===== src/hw/dac_pkg.sv =====
// Functional notes
// - three tri-level straps select the target address
// - address from strap index, zero bits three-two
// - fixed broadcast address 1110011 also accepted
// - straps driven both ways to detect floating
// - acknowledge address only on own/broadcast match
// - three data bytes, each acknowledged on ninth clock
// - execute command only after third byte completes
// - bytes beyond the third are not acknowledged
// - first byte: command high nibble, channel low
// - bytes two and three form left-justified code
// - write loads input register, output register untouched
// - update copies input to output, powers channel
// - commands 0000-0011 write/update; updates power up
// - 0100 powers channels down; 0101 whole chip
// - 0110 selects and powers internal reference
// - 0111 selects external reference, internal off
// - selector 0-3 one channel, 1111 all channels
// - reset reference mode set by build option
// - load pin fall after a completed command updates all; low forces power
// - read requests are never acknowledged
// - power-down commands leave all codes unchanged
// - reference restore depends on what turned it off
package dac_pkg;
  localparam int NUM_CH = 4;
  localparam logic [6:0] GLOBAL_ADDR = 7'h73;
  localparam logic [2:0] ADDR_MSB_BIAS = 3'h1;
  localparam logic [1:0] STRAP_LOW = 2'h0;
  localparam logic [1:0] STRAP_FLOAT = 2'h1;
  localparam logic [1:0] STRAP_HIGH = 2'h2;
  localparam logic [3:0] CMD_WRITE = 4'h0;
  localparam logic [3:0] CMD_UPDATE = 4'h1;
  localparam logic [3:0] CMD_WRITE_UPD_ALL = 4'h2;
  localparam logic [3:0] CMD_WRITE_UPDATE = 4'h3;
  localparam logic [3:0] CMD_PD_CHAN = 4'h4;
  localparam logic [3:0] CMD_PD_CHIP = 4'h5;
  localparam logic [3:0] CMD_REF_INT = 4'h6;
  localparam logic [3:0] CMD_REF_EXT = 4'h7;
  localparam logic [3:0] CMD_NOP = 4'hF;
  localparam logic [3:0] CHAN_ALL = 4'hF;
  localparam logic [3:0] BIT_CNT_BYTE = 4'h8;
  localparam logic [2:0] BYTE_ADDR = 3'h0;
  localparam logic [2:0] BYTE_LAST = 3'h3;
  localparam logic [2:0] BYTE_EXTRA = 3'h4;
  localparam logic [15:0] CODE_RST = 16'h0000;
  localparam logic [3:0] PWR_RST = 4'hF;
  localparam int CLK_PERIOD_NS = 25;
  localparam int STRAP_SETTLE_NS = 200;
  localparam logic [3:0] STRAP_SETTLE_CYC =
    4'((STRAP_SETTLE_NS + CLK_PERIOD_NS - 1) / CLK_PERIOD_NS);

  typedef logic [NUM_CH-1:0][15:0] code_bank_t;
  typedef struct packed {
    logic internal_sel;
    logic powered;
  } ref_status_t;
  typedef enum logic [1:0] {S_IDLE, S_RX, S_ACK, S_SKIP} bus_st_t;
  typedef enum logic [1:0] {P_HI, P_LO, P_DONE} strap_ph_t;
endpackage


===== src/hw/pin_sync.sv =====
`timescale 1ns/1ps
`default_nettype none
module pin_sync #(
  parameter int W = 1,
  parameter logic [W-1:0] RST = '0
) (
  input wire logic mclk_i,
  input wire logic rst_n_i,
  input wire logic [W-1:0] d_i,
  output logic [W-1:0] q_o
);
  typedef struct packed {
    logic [W-1:0] meta;
    logic [W-1:0] q;
  } sync_t;
  sync_t s;
  sync_t next_s;

  always_comb begin
    next_s.meta = d_i;
    next_s.q = s.meta;
  end

  always_ff @(posedge mclk_i or negedge rst_n_i) begin
    if (!rst_n_i) begin
      s <= {RST, RST};
    end else begin
      s <= next_s;
    end
  end

  assign q_o = s.q;
endmodule
`default_nettype wire


===== src/hw/strap_sense.sv =====
`timescale 1ns/1ps
`default_nettype none
module strap_sense (
  input wire logic mclk_i,
  input wire logic rst_n_i,
  input wire logic pin_i,
  output logic pin_o,
  output logic pin_drive_n_o,
  output logic [1:0] level_o,
  output logic done_o
);
  typedef struct packed {
    dac_pkg::strap_ph_t ph;
    logic [3:0] cnt;
    logic hi_seen;
    logic [1:0] level;
  } strap_t;
  localparam strap_t STRAP_RST = '{ph: dac_pkg::P_HI, level: dac_pkg::STRAP_LOW, default: '0};
  strap_t s;
  strap_t next_s;
  logic pin_s;

  pin_sync #(.W(1), .RST(1'b0)) u_sync (
    .mclk_i(mclk_i),
    .rst_n_i(rst_n_i),
    .d_i(pin_i),
    .q_o(pin_s)
  );

  // a tied pin wins over our weak drive; a floating one follows it both ways
  always_comb begin
    next_s = s;
    if (s.ph != dac_pkg::P_DONE) begin
      next_s.cnt = s.cnt + 4'h1;
      if (s.cnt == dac_pkg::STRAP_SETTLE_CYC - 4'h1) begin
        next_s.cnt = '0;
        if (s.ph == dac_pkg::P_HI) begin
          next_s.hi_seen = pin_s;
          next_s.ph = dac_pkg::P_LO;
        end else begin
          next_s.ph = dac_pkg::P_DONE;
          if (s.hi_seen != pin_s) begin
            next_s.level = dac_pkg::STRAP_FLOAT;
          end else if (pin_s) begin
            next_s.level = dac_pkg::STRAP_HIGH;
          end else begin
            next_s.level = dac_pkg::STRAP_LOW;
          end
        end
      end
    end
  end

  always_ff @(posedge mclk_i or negedge rst_n_i) begin
    if (!rst_n_i) begin
      s <= STRAP_RST;
    end else begin
      s <= next_s;
    end
  end

  assign pin_o = (s.ph == dac_pkg::P_HI);
  assign pin_drive_n_o = (s.ph == dac_pkg::P_DONE);
  assign level_o = s.level;
  assign done_o = (s.ph == dac_pkg::P_DONE);
endmodule
`default_nettype wire


===== src/hw/quad_dac_i2c_command_port.sv =====
`timescale 1ns/1ps
`default_nettype none
module quad_dac_i2c_command_port #(
  parameter bit REF_EXT_DEFAULT = 1'b0
) (
  input wire logic mclk_i,
  input wire logic rst_n_i,
  input wire logic scl_i,
  input wire logic sda_i,
  output logic sda_o,
  output logic sda_drive_n_o,
  input wire logic [2:0] addr_strap_pin_i,
  output logic [2:0] addr_strap_pin_o,
  output logic [2:0] addr_strap_drive_n_o,
  input wire logic strap_pins_12_absent_i,
  input wire logic async_load_pin_n_i,
  output logic [6:0] target_addr_o,
  output logic addr_ready_o,
  output logic command_exec_o,
  output var dac_pkg::code_bank_t input_code_o,
  output var dac_pkg::code_bank_t dac_code_o,
  output logic [3:0] chan_power_o,
  output var dac_pkg::ref_status_t ref_status_o
);
  typedef struct packed {
    logic scl_q;
    logic sda_q;
    logic load_q;
    dac_pkg::bus_st_t st;
    logic [3:0] bit_cnt;
    logic [2:0] byte_idx;
    logic [7:0] shreg;
    logic [23:0] word;
    logic ack;
    logic exec;
    logic armed;
    dac_pkg::code_bank_t in_code;
    dac_pkg::code_bank_t dac_code;
    logic [3:0] pwr;
    logic ref_int;
    logic ref_pwr;
    logic ref_chip_off;
  } port_state_t;

  localparam port_state_t STATE_RST = '{
    scl_q: 1'b1,
    sda_q: 1'b1,
    load_q: 1'b1,
    st: dac_pkg::S_IDLE,
    in_code: {dac_pkg::NUM_CH{dac_pkg::CODE_RST}},
    dac_code: {dac_pkg::NUM_CH{dac_pkg::CODE_RST}},
    pwr: dac_pkg::PWR_RST,
    ref_int: !REF_EXT_DEFAULT,
    ref_pwr: !REF_EXT_DEFAULT,
    default: '0
  };

  port_state_t s;
  port_state_t next_s;

  logic [3:0] pins_s;
  logic scl_s;
  logic sda_s;
  logic load_s;
  logic absent_s;
  logic [2:0][1:0] strap_lvl;
  logic [2:0] strap_done;
  logic [1:0] lvl0;
  logic [1:0] lvl1;
  logic [1:0] lvl2;
  logic [4:0] strap_idx;
  logic scl_rise;
  logic scl_fall;
  logic bus_start;
  logic bus_stop;
  logic load_fall;
  logic load_low;
  logic addr_hit;
  logic byte_ok;
  logic [3:0] cmd;
  logic [3:0] chan;
  logic [15:0] code;
  logic [3:0] sel;

  // scl, sda and the load pin come from the bus side and are resynchronised
  pin_sync #(.W(4), .RST(4'h7)) u_pins (
    .mclk_i(mclk_i),
    .rst_n_i(rst_n_i),
    .d_i({strap_pins_12_absent_i, async_load_pin_n_i, sda_i, scl_i}),
    .q_o(pins_s)
  );
  assign scl_s = pins_s[0];
  assign sda_s = pins_s[1];
  assign load_s = pins_s[2];
  assign absent_s = pins_s[3];

  for (genvar g = 0; g < 3; g++) begin : g_strap
    strap_sense u_strap (
      .mclk_i(mclk_i),
      .rst_n_i(rst_n_i),
      .pin_i(addr_strap_pin_i[g]),
      .pin_o(addr_strap_pin_o[g]),
      .pin_drive_n_o(addr_strap_drive_n_o[g]),
      .level_o(strap_lvl[g]),
      .done_o(strap_done[g])
    );
  end

  // with only the first strap fitted, the missing two read as tied low
  assign lvl0 = strap_lvl[0];
  assign lvl1 = absent_s ? dac_pkg::STRAP_LOW : strap_lvl[1];
  assign lvl2 = absent_s ? dac_pkg::STRAP_LOW : strap_lvl[2];
  assign strap_idx = 5'({3'h0, lvl2} * 5'd9) + 5'({3'h0, lvl1} * 5'd3) + {3'h0, lvl0};
  assign target_addr_o = {strap_idx[4:2] + dac_pkg::ADDR_MSB_BIAS, 2'b00, strap_idx[1:0]};
  assign addr_ready_o = &strap_done;

  assign scl_rise = scl_s & ~s.scl_q;
  assign scl_fall = ~scl_s & s.scl_q;
  assign bus_start = scl_s & s.scl_q & s.sda_q & ~sda_s;
  assign bus_stop = scl_s & s.scl_q & ~s.sda_q & sda_s;
  assign load_fall = s.load_q & ~load_s;
  assign load_low = ~load_s;

  // read bit set, or no match, leaves the line released
  assign addr_hit = addr_ready_o && !s.shreg[0] &&
    (s.shreg[7:1] == target_addr_o || s.shreg[7:1] == dac_pkg::GLOBAL_ADDR);
  assign byte_ok = (s.byte_idx == dac_pkg::BYTE_ADDR) ? addr_hit :
    (s.byte_idx <= dac_pkg::BYTE_LAST);

  assign cmd = s.word[23:20];
  assign chan = s.word[19:16];
  assign code = s.word[15:0];
  assign sel = (chan == dac_pkg::CHAN_ALL) ? 4'hF :
    (chan[3:2] == 2'b00) ? 4'(4'h1 << chan[1:0]) : 4'h0;

  always_comb begin
    logic [3:0] up;
    up = 4'h0;
    next_s = s;
    next_s.scl_q = scl_s;
    next_s.sda_q = sda_s;
    next_s.load_q = load_s;
    next_s.exec = 1'b0;

    // bus framing; a new START or a STOP drops any partial word
    if (bus_start) begin
      next_s.st = dac_pkg::S_RX;
      next_s.bit_cnt = '0;
      next_s.byte_idx = dac_pkg::BYTE_ADDR;
      next_s.ack = 1'b0;
    end else if (bus_stop) begin
      next_s.st = dac_pkg::S_IDLE;
      next_s.ack = 1'b0;
    end else begin
      case (s.st)
        dac_pkg::S_RX: begin
          if (scl_rise && s.bit_cnt < dac_pkg::BIT_CNT_BYTE) begin
            next_s.shreg = {s.shreg[6:0], sda_s};
            next_s.bit_cnt = s.bit_cnt + 4'h1;
          end else if (scl_fall && s.bit_cnt == dac_pkg::BIT_CNT_BYTE) begin
            next_s.st = dac_pkg::S_ACK;
            next_s.ack = byte_ok;
            case (s.byte_idx)
              3'h1: next_s.word[23:16] = s.shreg;
              3'h2: next_s.word[15:8] = s.shreg;
              3'h3: next_s.word[7:0] = s.shreg;
              default: ;
            endcase
          end
        end
        dac_pkg::S_ACK: begin
          if (scl_fall) begin
            next_s.ack = 1'b0;
            next_s.bit_cnt = '0;
            if (!s.ack) begin
              next_s.st = dac_pkg::S_SKIP;
            end else begin
              next_s.st = dac_pkg::S_RX;
              next_s.byte_idx = s.byte_idx + 3'h1;
              if (s.byte_idx == dac_pkg::BYTE_LAST) begin
                next_s.exec = 1'b1;
              end
            end
          end
        end
        default: ;
      endcase
    end

    // command execution, one cycle after the third byte's ack ends
    if (s.exec) begin
      next_s.armed = 1'b1;
      case (cmd)
        dac_pkg::CMD_WRITE: begin
          for (int i = 0; i < dac_pkg::NUM_CH; i++) begin
            if (sel[i]) next_s.in_code[i] = code;
          end
        end
        dac_pkg::CMD_UPDATE: begin
          for (int i = 0; i < dac_pkg::NUM_CH; i++) begin
            if (sel[i]) next_s.dac_code[i] = s.in_code[i];
          end
          up = sel;
        end
        dac_pkg::CMD_WRITE_UPD_ALL: begin
          for (int i = 0; i < dac_pkg::NUM_CH; i++) begin
            if (sel[i]) next_s.in_code[i] = code;
          end
          next_s.dac_code = next_s.in_code;
          up = 4'hF;
        end
        dac_pkg::CMD_WRITE_UPDATE: begin
          for (int i = 0; i < dac_pkg::NUM_CH; i++) begin
            if (sel[i]) begin
              next_s.in_code[i] = code;
              next_s.dac_code[i] = code;
            end
          end
          up = sel;
        end
        dac_pkg::CMD_PD_CHAN: begin
          if (!load_low) next_s.pwr = s.pwr & ~sel;
        end
        dac_pkg::CMD_PD_CHIP: begin
          if (!load_low) begin
            next_s.pwr = 4'h0;
            next_s.ref_pwr = 1'b0;
            next_s.ref_chip_off = 1'b1;
          end
        end
        dac_pkg::CMD_REF_INT: begin
          next_s.ref_int = 1'b1;
          next_s.ref_pwr = 1'b1;
          next_s.ref_chip_off = 1'b0;
        end
        dac_pkg::CMD_REF_EXT: begin
          next_s.ref_int = 1'b0;
          next_s.ref_pwr = 1'b0;
          next_s.ref_chip_off = 1'b0;
        end
        default: ;
      endcase
    end

    // load pin: fall after a full write loads all; low holds all powered
    if (load_fall && s.armed) begin
      next_s.dac_code = next_s.in_code;
      // a command finishing in this very cycle keeps the pin armed
      next_s.armed = s.exec;
    end
    if (load_low) up = 4'hF;
    next_s.pwr = next_s.pwr | up;
    // only a chip power-down lets a channel power-up revive the reference
    // next values so a same-cycle reference command is not overridden
    if (up != 4'h0 && next_s.ref_chip_off) begin
      next_s.ref_pwr = next_s.ref_int;
      next_s.ref_chip_off = 1'b0;
    end
  end

  always_ff @(posedge mclk_i or negedge rst_n_i) begin
    if (!rst_n_i) begin
      s <= STATE_RST;
    end else begin
      s <= next_s;
    end
  end

  assign sda_o = 1'b0;
  assign sda_drive_n_o = ~s.ack;
  assign command_exec_o = s.exec;
  assign input_code_o = s.in_code;
  assign dac_code_o = s.dac_code;
  assign chan_power_o = s.pwr;
  assign ref_status_o = '{internal_sel: s.ref_int, powered: s.ref_pwr};
endmodule
`default_nettype wire


===== config.mk =====
export PLATFORM = sky130hd
export DESIGN_NAME = quad_dac_i2c_command_port
export DESIGN_NICKNAME = d
export VERILOG_FILES = /design/src/hw/dac_pkg.sv /design/src/hw/pin_sync.sv /design/src/hw/strap_sense.sv /design/src/hw/quad_dac_i2c_command_port.sv
export SDC_FILE = /design/constraint.sdc
export NUM_CORES = 1
export LEC_CHECK = 0
export BUFFER_PORTS_ARGS = -buffer_cell sky130_fd_sc_hd__buf_4
export CORE_MARGIN = 2
export CORE_UTILIZATION = 35
export DETAILED_ROUTE_END_ITERATION = 16
export GPL_ROUTABILITY_DRIVEN = 0
export PLACE_DENSITY_LB_ADDON = 0.2
export REMOVE_ABC_BUFFERS = 1
export SYNTH_ARGS = -nofsm -noshare
export SYNTH_HDL_FRONTEND = slang
export SYNTH_HIERARCHICAL = 1
export SYNTH_SLANG_ARGS = --single-unit

===== constraint.sdc =====
create_clock -name mclk_i -period 4.43 [get_ports mclk_i]
set_input_delay 0 -clock mclk_i [delete_from_list [all_inputs] [get_ports mclk_i]]
set_output_delay 0 -clock mclk_i [all_outputs]
set_load 0.005 [all_outputs]

==> summary.md, run 1 <==
| Metric | Value |
|---|---|
| Worst path max stage delay | `0.47 ns` |
| Cell Rows | `66` |
| Inserted Clock Buffers | `26` |
| Combinational fraction of design power | `7.8%` |
| Largest net degree at the start of global routing | `114` |
| Die height | `186 um` |
| Synth-to-Final Area Change | `11.7%` |
| Synth top area share | `45.1%` |
| Detail Route Antenna Nets | `0` |
| Dpl hpwl | `18.6 mm` |
| Pwr dens | `351 nW/um^2` |
| Slew @ Worst Pin | `1.20 ns` |
| Final clock skew | `0.0138 ns` |
| Slew Limit Fails | `0` |
| Tmin final | `3.66 ns` |
| Leakage | `6.45 nW` |
| Post_cts resized | `0` |
| Slew headroom | `19.7%` |
| Gr busiest metal | `met2` |
| Met3 global-route usage | `3.62%` |
| Post-synth EDFFs | `0` |
| Post-synth ARST share | `100%` |
| Worst-skew pair later-pin latency | `0.52 ns` |
| Die area | `34500 sq um` |
| NumNets Final | `994` |
| CTS Buffer Depth | `3` |
| Clock transition at path regs | `0.05 ns` |
| WP data required | `4.43 ns` |
| Final setup fails | `0` |
| Net Sw Power | `1.08 mW` |
| Max Clock Freq | `273 MHz` |
| Clock Power Share | `45.0%` |
| Worst min path class | `primary input to async pin` |
| Reg power frac | `47.2%` |
| Setup CP Type | `flip-flop to output port` |
| Largest area contributor in the netlist | `dfrtp_1` |
| Initial drt markers | `403` |
| GR Util All Layers | `16.6%` |
| Syn Inst Count | `961` |
| Count leader, synth | `dfrtp_1` |
| # diodes | `0` |
| Post-route DRC | `0` |
| Fillers | `3191` |
| RSZ-0062 raised after global routing | `false` |
| Core Area | `32500 sq um` |
| Hold bufs inserted after CTS | `8` |
| Syn Area/Cell | `12.0 sq um` |
| Synth cell types | `73` |
| Antenna violations before repair | `0` |
| Setup TNS | `0 ns` |
| Dpl cells | `1368` |
| H-tree levels | `1` |
| Sw frac | `23.9%` |
| DR pass1 iterations | `5` |
| Delay-heaviest family, CP | `adder cells` |
| TritonCTS Sinks | `223` |
| Most used DFF post-synth | `dfrtp_1` |
| Max-Cap Viols | `0` |
| Post-Route WL | `28.6 mm` |
| Top-Level Pins | `160` |
| Port-buffer cells | `156` |
| Post-CTS Setup Bufs | `0` |
| Crit. End Element | `output port` |
| Critical Path AT | `3.66 ns` |
| Fin crit share | `82.6%` |
| Status | `finished, final reports clean` |
| Most frequent cell on the critical path | `fa_1` |
| Clock Tree Root | `clkbuf_16` |
| Setup crit start | `u_pins/q_o[3]$_DFF_PN0_` |
| First-pass GRT wire length | `43.9 mm` |
| Layout Cells excl Fill | `1420` |
| Met2 usage | `26.6%` |
| Via Count | `7220` |
| Via density | `5.08` |
| Die X | `186 um` |
| Worst hold slack | `0.0865 ns` |
| Yosys warns | `6` |
| Final hold viol count | `0` |
| Layout cells sized above 1 | `37.7%` |
| Worst VDD drop | `0.311 mV` |
| Cell-by-cell listing of the critical path | `nand2b_1 -> inv_1 -> fa_1 -> inv_1 -> fa_1 -> fa_1 -> xnor2_1 -> ha_1 -> xor2_1 -> xor2_1 -> buf_4` |
| Mapped cell area | `11600 sq um` |
| Initial core utilization | `35.5%` |
| Routed length per placed instance | `20.1 um` |
| Internal power | `3.45 mW` |
| Reg-to-Reg Start | `u_pins/q_o[3]$_DFF_PN0_` |
| GR Util met1 | `23.2%` |
| Synth top area cells | `dfrtp_1 45%, buf_4 9.8%, mux2_2 9.6%` |
| Crit-path max FO | `4` |
| CTS tree | `built` |
| Vias in the first global route | `7188` |
| Critical Path Source Type | `flip-flop` |
| Worst path buffer plus inverter count | `3` |
| Crit-path slowest cell | `fa_1` |
| Global route overflow | `0` |
| Synthesized flop and latch total | `223` |
| Post-synth top cells | `208 x dfrtp_1, 151 x buf_4, 99 x mux2_2` |
| Post-synthesis sequential area ratio | `48.5%` |
==> kinds of logic (layout without fill, tap and decap cells) <==
logic type / count (synthesis) / in the layout / share of synthesized area (%)
compound gates: 159 / 159 / 12.2
mux: 140 / 140 / 14.1
simple gates: 167 / 167 / 8.28
other cells: 1 / 3 / 0.0325
buf+inv: 234 / 249 / 13.0
xor+xnor: 14 / 14 / 1.18
flops: 223 / 223 / 48.5
fa+ha+maj: 23 / 23 / 2.75
==> path summary, 6_finish.rpt <==
kind,endpoint,slack (ns),depth (start not counted)
max in group asynchronous,g_strap[2].u_strap/s[3]$_DFFE_PN0N_,3.17,3
min reg2reg,u_pins/q_o[3]$_DFF_PN0_,0.34,0
min,dac_code_o[24]$_DFFE_PN0P_,0.09,2
max reg2reg,s[137]$_DFFE_PN0P_,1.10,12
max,target_addr_o[6],0.77,11
min in group mclk_i,u_pins/next_s[1]$_DFF_PN1_,0.12,2
==> through the flow <==
stage	util (%)	area, sq um	total power, mW	worst slack, ns
6_report	39.7	12900	4.53	0.771
4_1_cts	39.7	12900	4.60	0.705
2_1_floorplan	-	10200	2.39	0.213
5_1_grt	39.7	12900	4.75	0.482
3_5_place_dp	36.9	12000	2.53	1.06
3_3_place_gp	36.9	12000	2.53	1.18
==> sequential cells by signal (all words and copies together) (netlist names) <==
signal                         cells
chan                               4
chan_power_o                       4
cmd                                4
code                              16
command_exec_o                     1
dac_code_o                        64
g_strap.u_strap/level_o            6
g_strap.u_strap/s                 21
g_strap.u_strap/u_sync/next_s      3
g_strap.u_strap/u_sync/q_o         3
input_code_o                      64
ref_status_o                       2
s                                 23
u_pins/next_s                      4
u_pins/q_o                         4
==> power groups by stage <==
stage	logic, mW	clock network (mW)	registers [mW]
after floorplan	0.230	0	2.16
after global placement	0.354	0	2.18
after detailed placement	0.354	0	2.18
after CTS	0.362	2.10	2.14
after global routing	0.412	2.19	2.15
final	0.353	2.04	2.14
==> final cells by class <==
class | instances | area (sq um) | area share (%)
Sequential cell | 223 | 5600 | 43.4
Multi-Input combinational cell | 506 | 4490 | 34.8
Timing Repair Buffer | 173 | 1340 | 10.4
Clock buffer | 35 | 736 | 5.70
Tap cell | 442 | 553 | 4.28
Inverter | 32 | 120 | 0.931
Clock inverter | 9 | 72.6 | 0.562
==> metal layers <==
layer | up-vias | part of all wire (%)
met3 | 29 | 6.6
met5 | - | 0
met4 | 0 | 1.5
met1 | 3658 | 46
met2 | 206 | 46
li1 | 3327 | -
==> layout by cell type, fill, tap and decap left out, drive strengths merged, types with 4 or more instances in the layout <==
cell	n
clkbuf	35
and3b	5
and3	19
a221o	64
nand2	48
a21oi	9
fa	4
clkinv	7
ha	19
mux2	121
inv	32
nor3	9
nand3	12
dlygate4sd3	8
xnor2	9
a32o	16
dfstp	15
a31oi	4
mux2i	19
o21ai	24
dfrtp	208
a22o	17
a21o	7
buf	165
xor2	4
nor2b	5
nand2b	12
nor2	34
No activity file was read; power rests on OpenSTA's default activity.
==> inputs of run 2 (changes only) <==
Clock period 4.43 ns to 3.4 ns, I/O delays scaled along.
==> run 2 against run 1 <==
Clock skew hardly changed; flip-flop and latch count stayed put; die area stayed put; sequential power is 30% higher; register-to-register slack worse by 0.98 ns; core utilization is 0.63 points higher; cell count is 1.3% higher; critical path depth stayed put; first-iteration DRC count is 13% lower; largest power group is now the clock network.
==> summary.md, run 2 (same netlist as run 1, synthesis figures left out) <==
| Metric | Value |
|---|---|
| Antenna violations before repair | `0 (unchanged)` |
| CTS tree | `built` |
| Slew headroom | `37.7% (+18 points)` |
| Worst VDD drop | `0.369 mV (+19%)` |
| Final clock skew | `0.0141 ns (+0.000274 ns)` |
| Initial core utilization | `35.5% (unchanged)` |
| RSZ-0062 raised after global routing | `true` |
| Clock transition at path regs | `0.05 ns (about the same)` |
| Core Area | `32500 sq um (unchanged)` |
| TritonCTS Sinks | `223 (unchanged)` |
| Cell-by-cell listing of the critical path | `nand2b_4 -> inv_2 -> fa_1 -> inv_1 -> fa_2 -> fa_2 -> xnor2_2 -> ha_2 -> xor2_2 -> xor2_1 -> buf_4` |
| Tot Pwr | `6.10 mW (+35%)` |
| Critical Path AT | `3.29 ns (-0.37 ns)` |
| Largest net degree at the start of global routing | `112 (-1.8%)` |
| Final setup fails | `0 (unchanged)` |
| Synth-to-Final Area Change | `13.5%` |
| Crit. End Element | `output port` |
| Cell Rows | `66 (unchanged)` |
| Worst path max stage delay | `0.47 ns (about the same)` |
| Dpl cell area | `12100 sq um (+0.71%)` |
| WP data required | `3.40 ns (-1.03 ns)` |
| Setup TNS | `0 ns (unchanged)` |
| NumNets Final | `1010 (+1.6%)` |
| Crit-path max FO | `4 (unchanged)` |
| Delay-heaviest family, CP | `adder cells` |
| Dpl hpwl | `18.9 mm (+1.8%)` |
| Commonest non-fill, non-tap cell in the layout | `dfrtp_1` |
| Worst path buffer plus inverter count | `3 (unchanged)` |
| Commonest non-fill, non-tap cells in the layout | `208 x dfrtp_1, 175 x buf_4, 99 x mux2_2, 64 x a221o_1, 46 x nand2_1` |
| Clock Tree Root | `clkbuf_16` |
| # diodes | `0 (unchanged)` |
| Die area | `34500 sq um (unchanged)` |
| Global route overflow | `0 (unchanged)` |
| Top-Level Pins | `160 (unchanged)` |
| Post-Route WL | `29.0 mm (+1.4%)` |
| Fillers | `3189 (-0.063%)` |
| Detail Route Antenna Nets | `0 (unchanged)` |
| GR Util All Layers | `16.8% (+0.23 points)` |
| Setup CP Type | `flip-flop to output port` |
| Most frequent cell on the critical path | `fa_2` |
| Initial drt markers | `351 (-13%)` |
| Crit-path slowest cell | `fa_1` |
| Die height | `186 um (unchanged)` |
| Layout cells sized above 1 | `39.3% (+1.6 points)` |
| Fin crit share | `96.9%` |
| Via density | `5.04 (-0.83%)` |
| H-tree levels | `1 (unchanged)` |
| Die X | `186 um (unchanged)` |
| Post-route DRC | `0 (unchanged)` |
| Design area | `13100 sq um (+1.6%)` |
| Inserted Clock Buffers | `27 (+3.8%)` |
| Slew Limit Fails | `0 (unchanged)` |
| Vias in the first global route | `7224 (+0.50%)` |
| Max-Cap Viols | `0 (unchanged)` |
| First-pass GRT wire length | `44.3 mm (+1.0%)` |
| Routed length per placed instance | `20.1 um (about the same)` |
| Worst-skew pair later-pin latency | `0.54 ns (+0.02 ns)` |
| Via Count | `7256 (+0.50%)` |
| Worst min path class | `primary input to async pin` |
| Status | `finished, final reports clean` |
| CTS Buffer Depth | `3 (unchanged)` |
| Max Clock Freq | `304 MHz` |
| DR pass1 iterations | `5 (unchanged)` |
| Critical Path Source Type | `flip-flop` |
| Leakage | `6.56 nW (+1.7%)` |
| Tmin final | `3.29 ns` |
| Pwr dens | `465 nW/um^2 (+32%)` |
| Slew @ Worst Pin | `0.935 ns (-0.270 ns)` |
| Final hold viol count | `0 (unchanged)` |
| Port-buffer cells | `156 (unchanged)` |
## run 2: cell types whose count changed in the layout (fill, tap and decap cells not counted), moves of 2 or more
cell / change
buf_4: +12
clkbuf_1: +3
buf_6: +2
fa_1: -2
fa_2: +2
nand2b_1: -2
## run 2: through the flow
stage / hold slack, ns / std cells / setup slack, ns / utilization [%]
floorplan: -0.296 / 761 / -0.817 / -
global placement: 0.110 / 1379 / 0.235 / 37.2
detailed placement: 0.109 / 1379 / 0.147 / 37.2
CTS: 0.0917 / 1438 / 0.0420 / 40.2
global route: 0.101 / 1439 / -0.0596 / 40.3
finish: 0.0843 / 1439 / 0.107 / 40.3
## run 2: power by group
group | leakage (nW) | switching (mW) | internal [mW]
clock network | 0.427 | 1.12 | 1.69
registers | 3.00 | 0.0671 | 2.72
logic | 3.13 | 0.271 | 0.222
total | 6.56 | 1.46 | 4.64
## run 2: layout make-up
type | instances | area [sq um] | share of cell area [%]
Sequential cell | 223 | 5600 | 42.7
Timing Repair Buffer | 188 | 1470 | 11.2
Inverter | 32 | 120 | 0.916
Tap cell | 442 | 553 | 4.22
Multi-Input combinational cell | 506 | 4510 | 34.4
Clock buffer | 39 | 761 | 5.80
Clock inverter | 9 | 98.8 | 0.754
## run 2: routing by layer
metal,wire length [um],global-route usage (%),part of all wire (%)
met5,0,0,0
met4,629,3.94,2.2
met2,13600,27.4,47
met3,1740,3.48,6.0
met1,13000,22.8,45
## run 2: worst paths after layout
path	startpoint	end	slack, ns	cells past startpoint
worst min-delay path	rst_n_i	input_code_o[24]$_DFF_PN0_	0.08	2
max in group asynchronous	rst_n_i	s[180]$_DFF_PN1_	2.36	3
worst max register to register	u_pins/q_o[3]$_DFF_PN0_	s[137]$_DFFE_PN0P_	0.12	15
worst max-delay path	u_pins/q_o[3]$_DFF_PN0_	target_addr_o[6]	0.11	11
min in group mclk_i	sda_i	u_pins/next_s[1]$_DFF_PN1_	0.12	2
worst min register to register	u_pins/next_s[2]$_DFF_PN1_	u_pins/q_o[2]$_DFF_PN1_	0.35	0
## run 2: timing repair
item | 4_1_cts | 5_1_grt
buffers inserted | 3 | 1
gates resized for setup | 4 | 7
hold buffers | 8 | 0
endpoints found under the hold margin | 105 | 0
cloned | 0 | 0
pin swaps | 1 | 3
endpoints found under the setup margin | 1 | 2
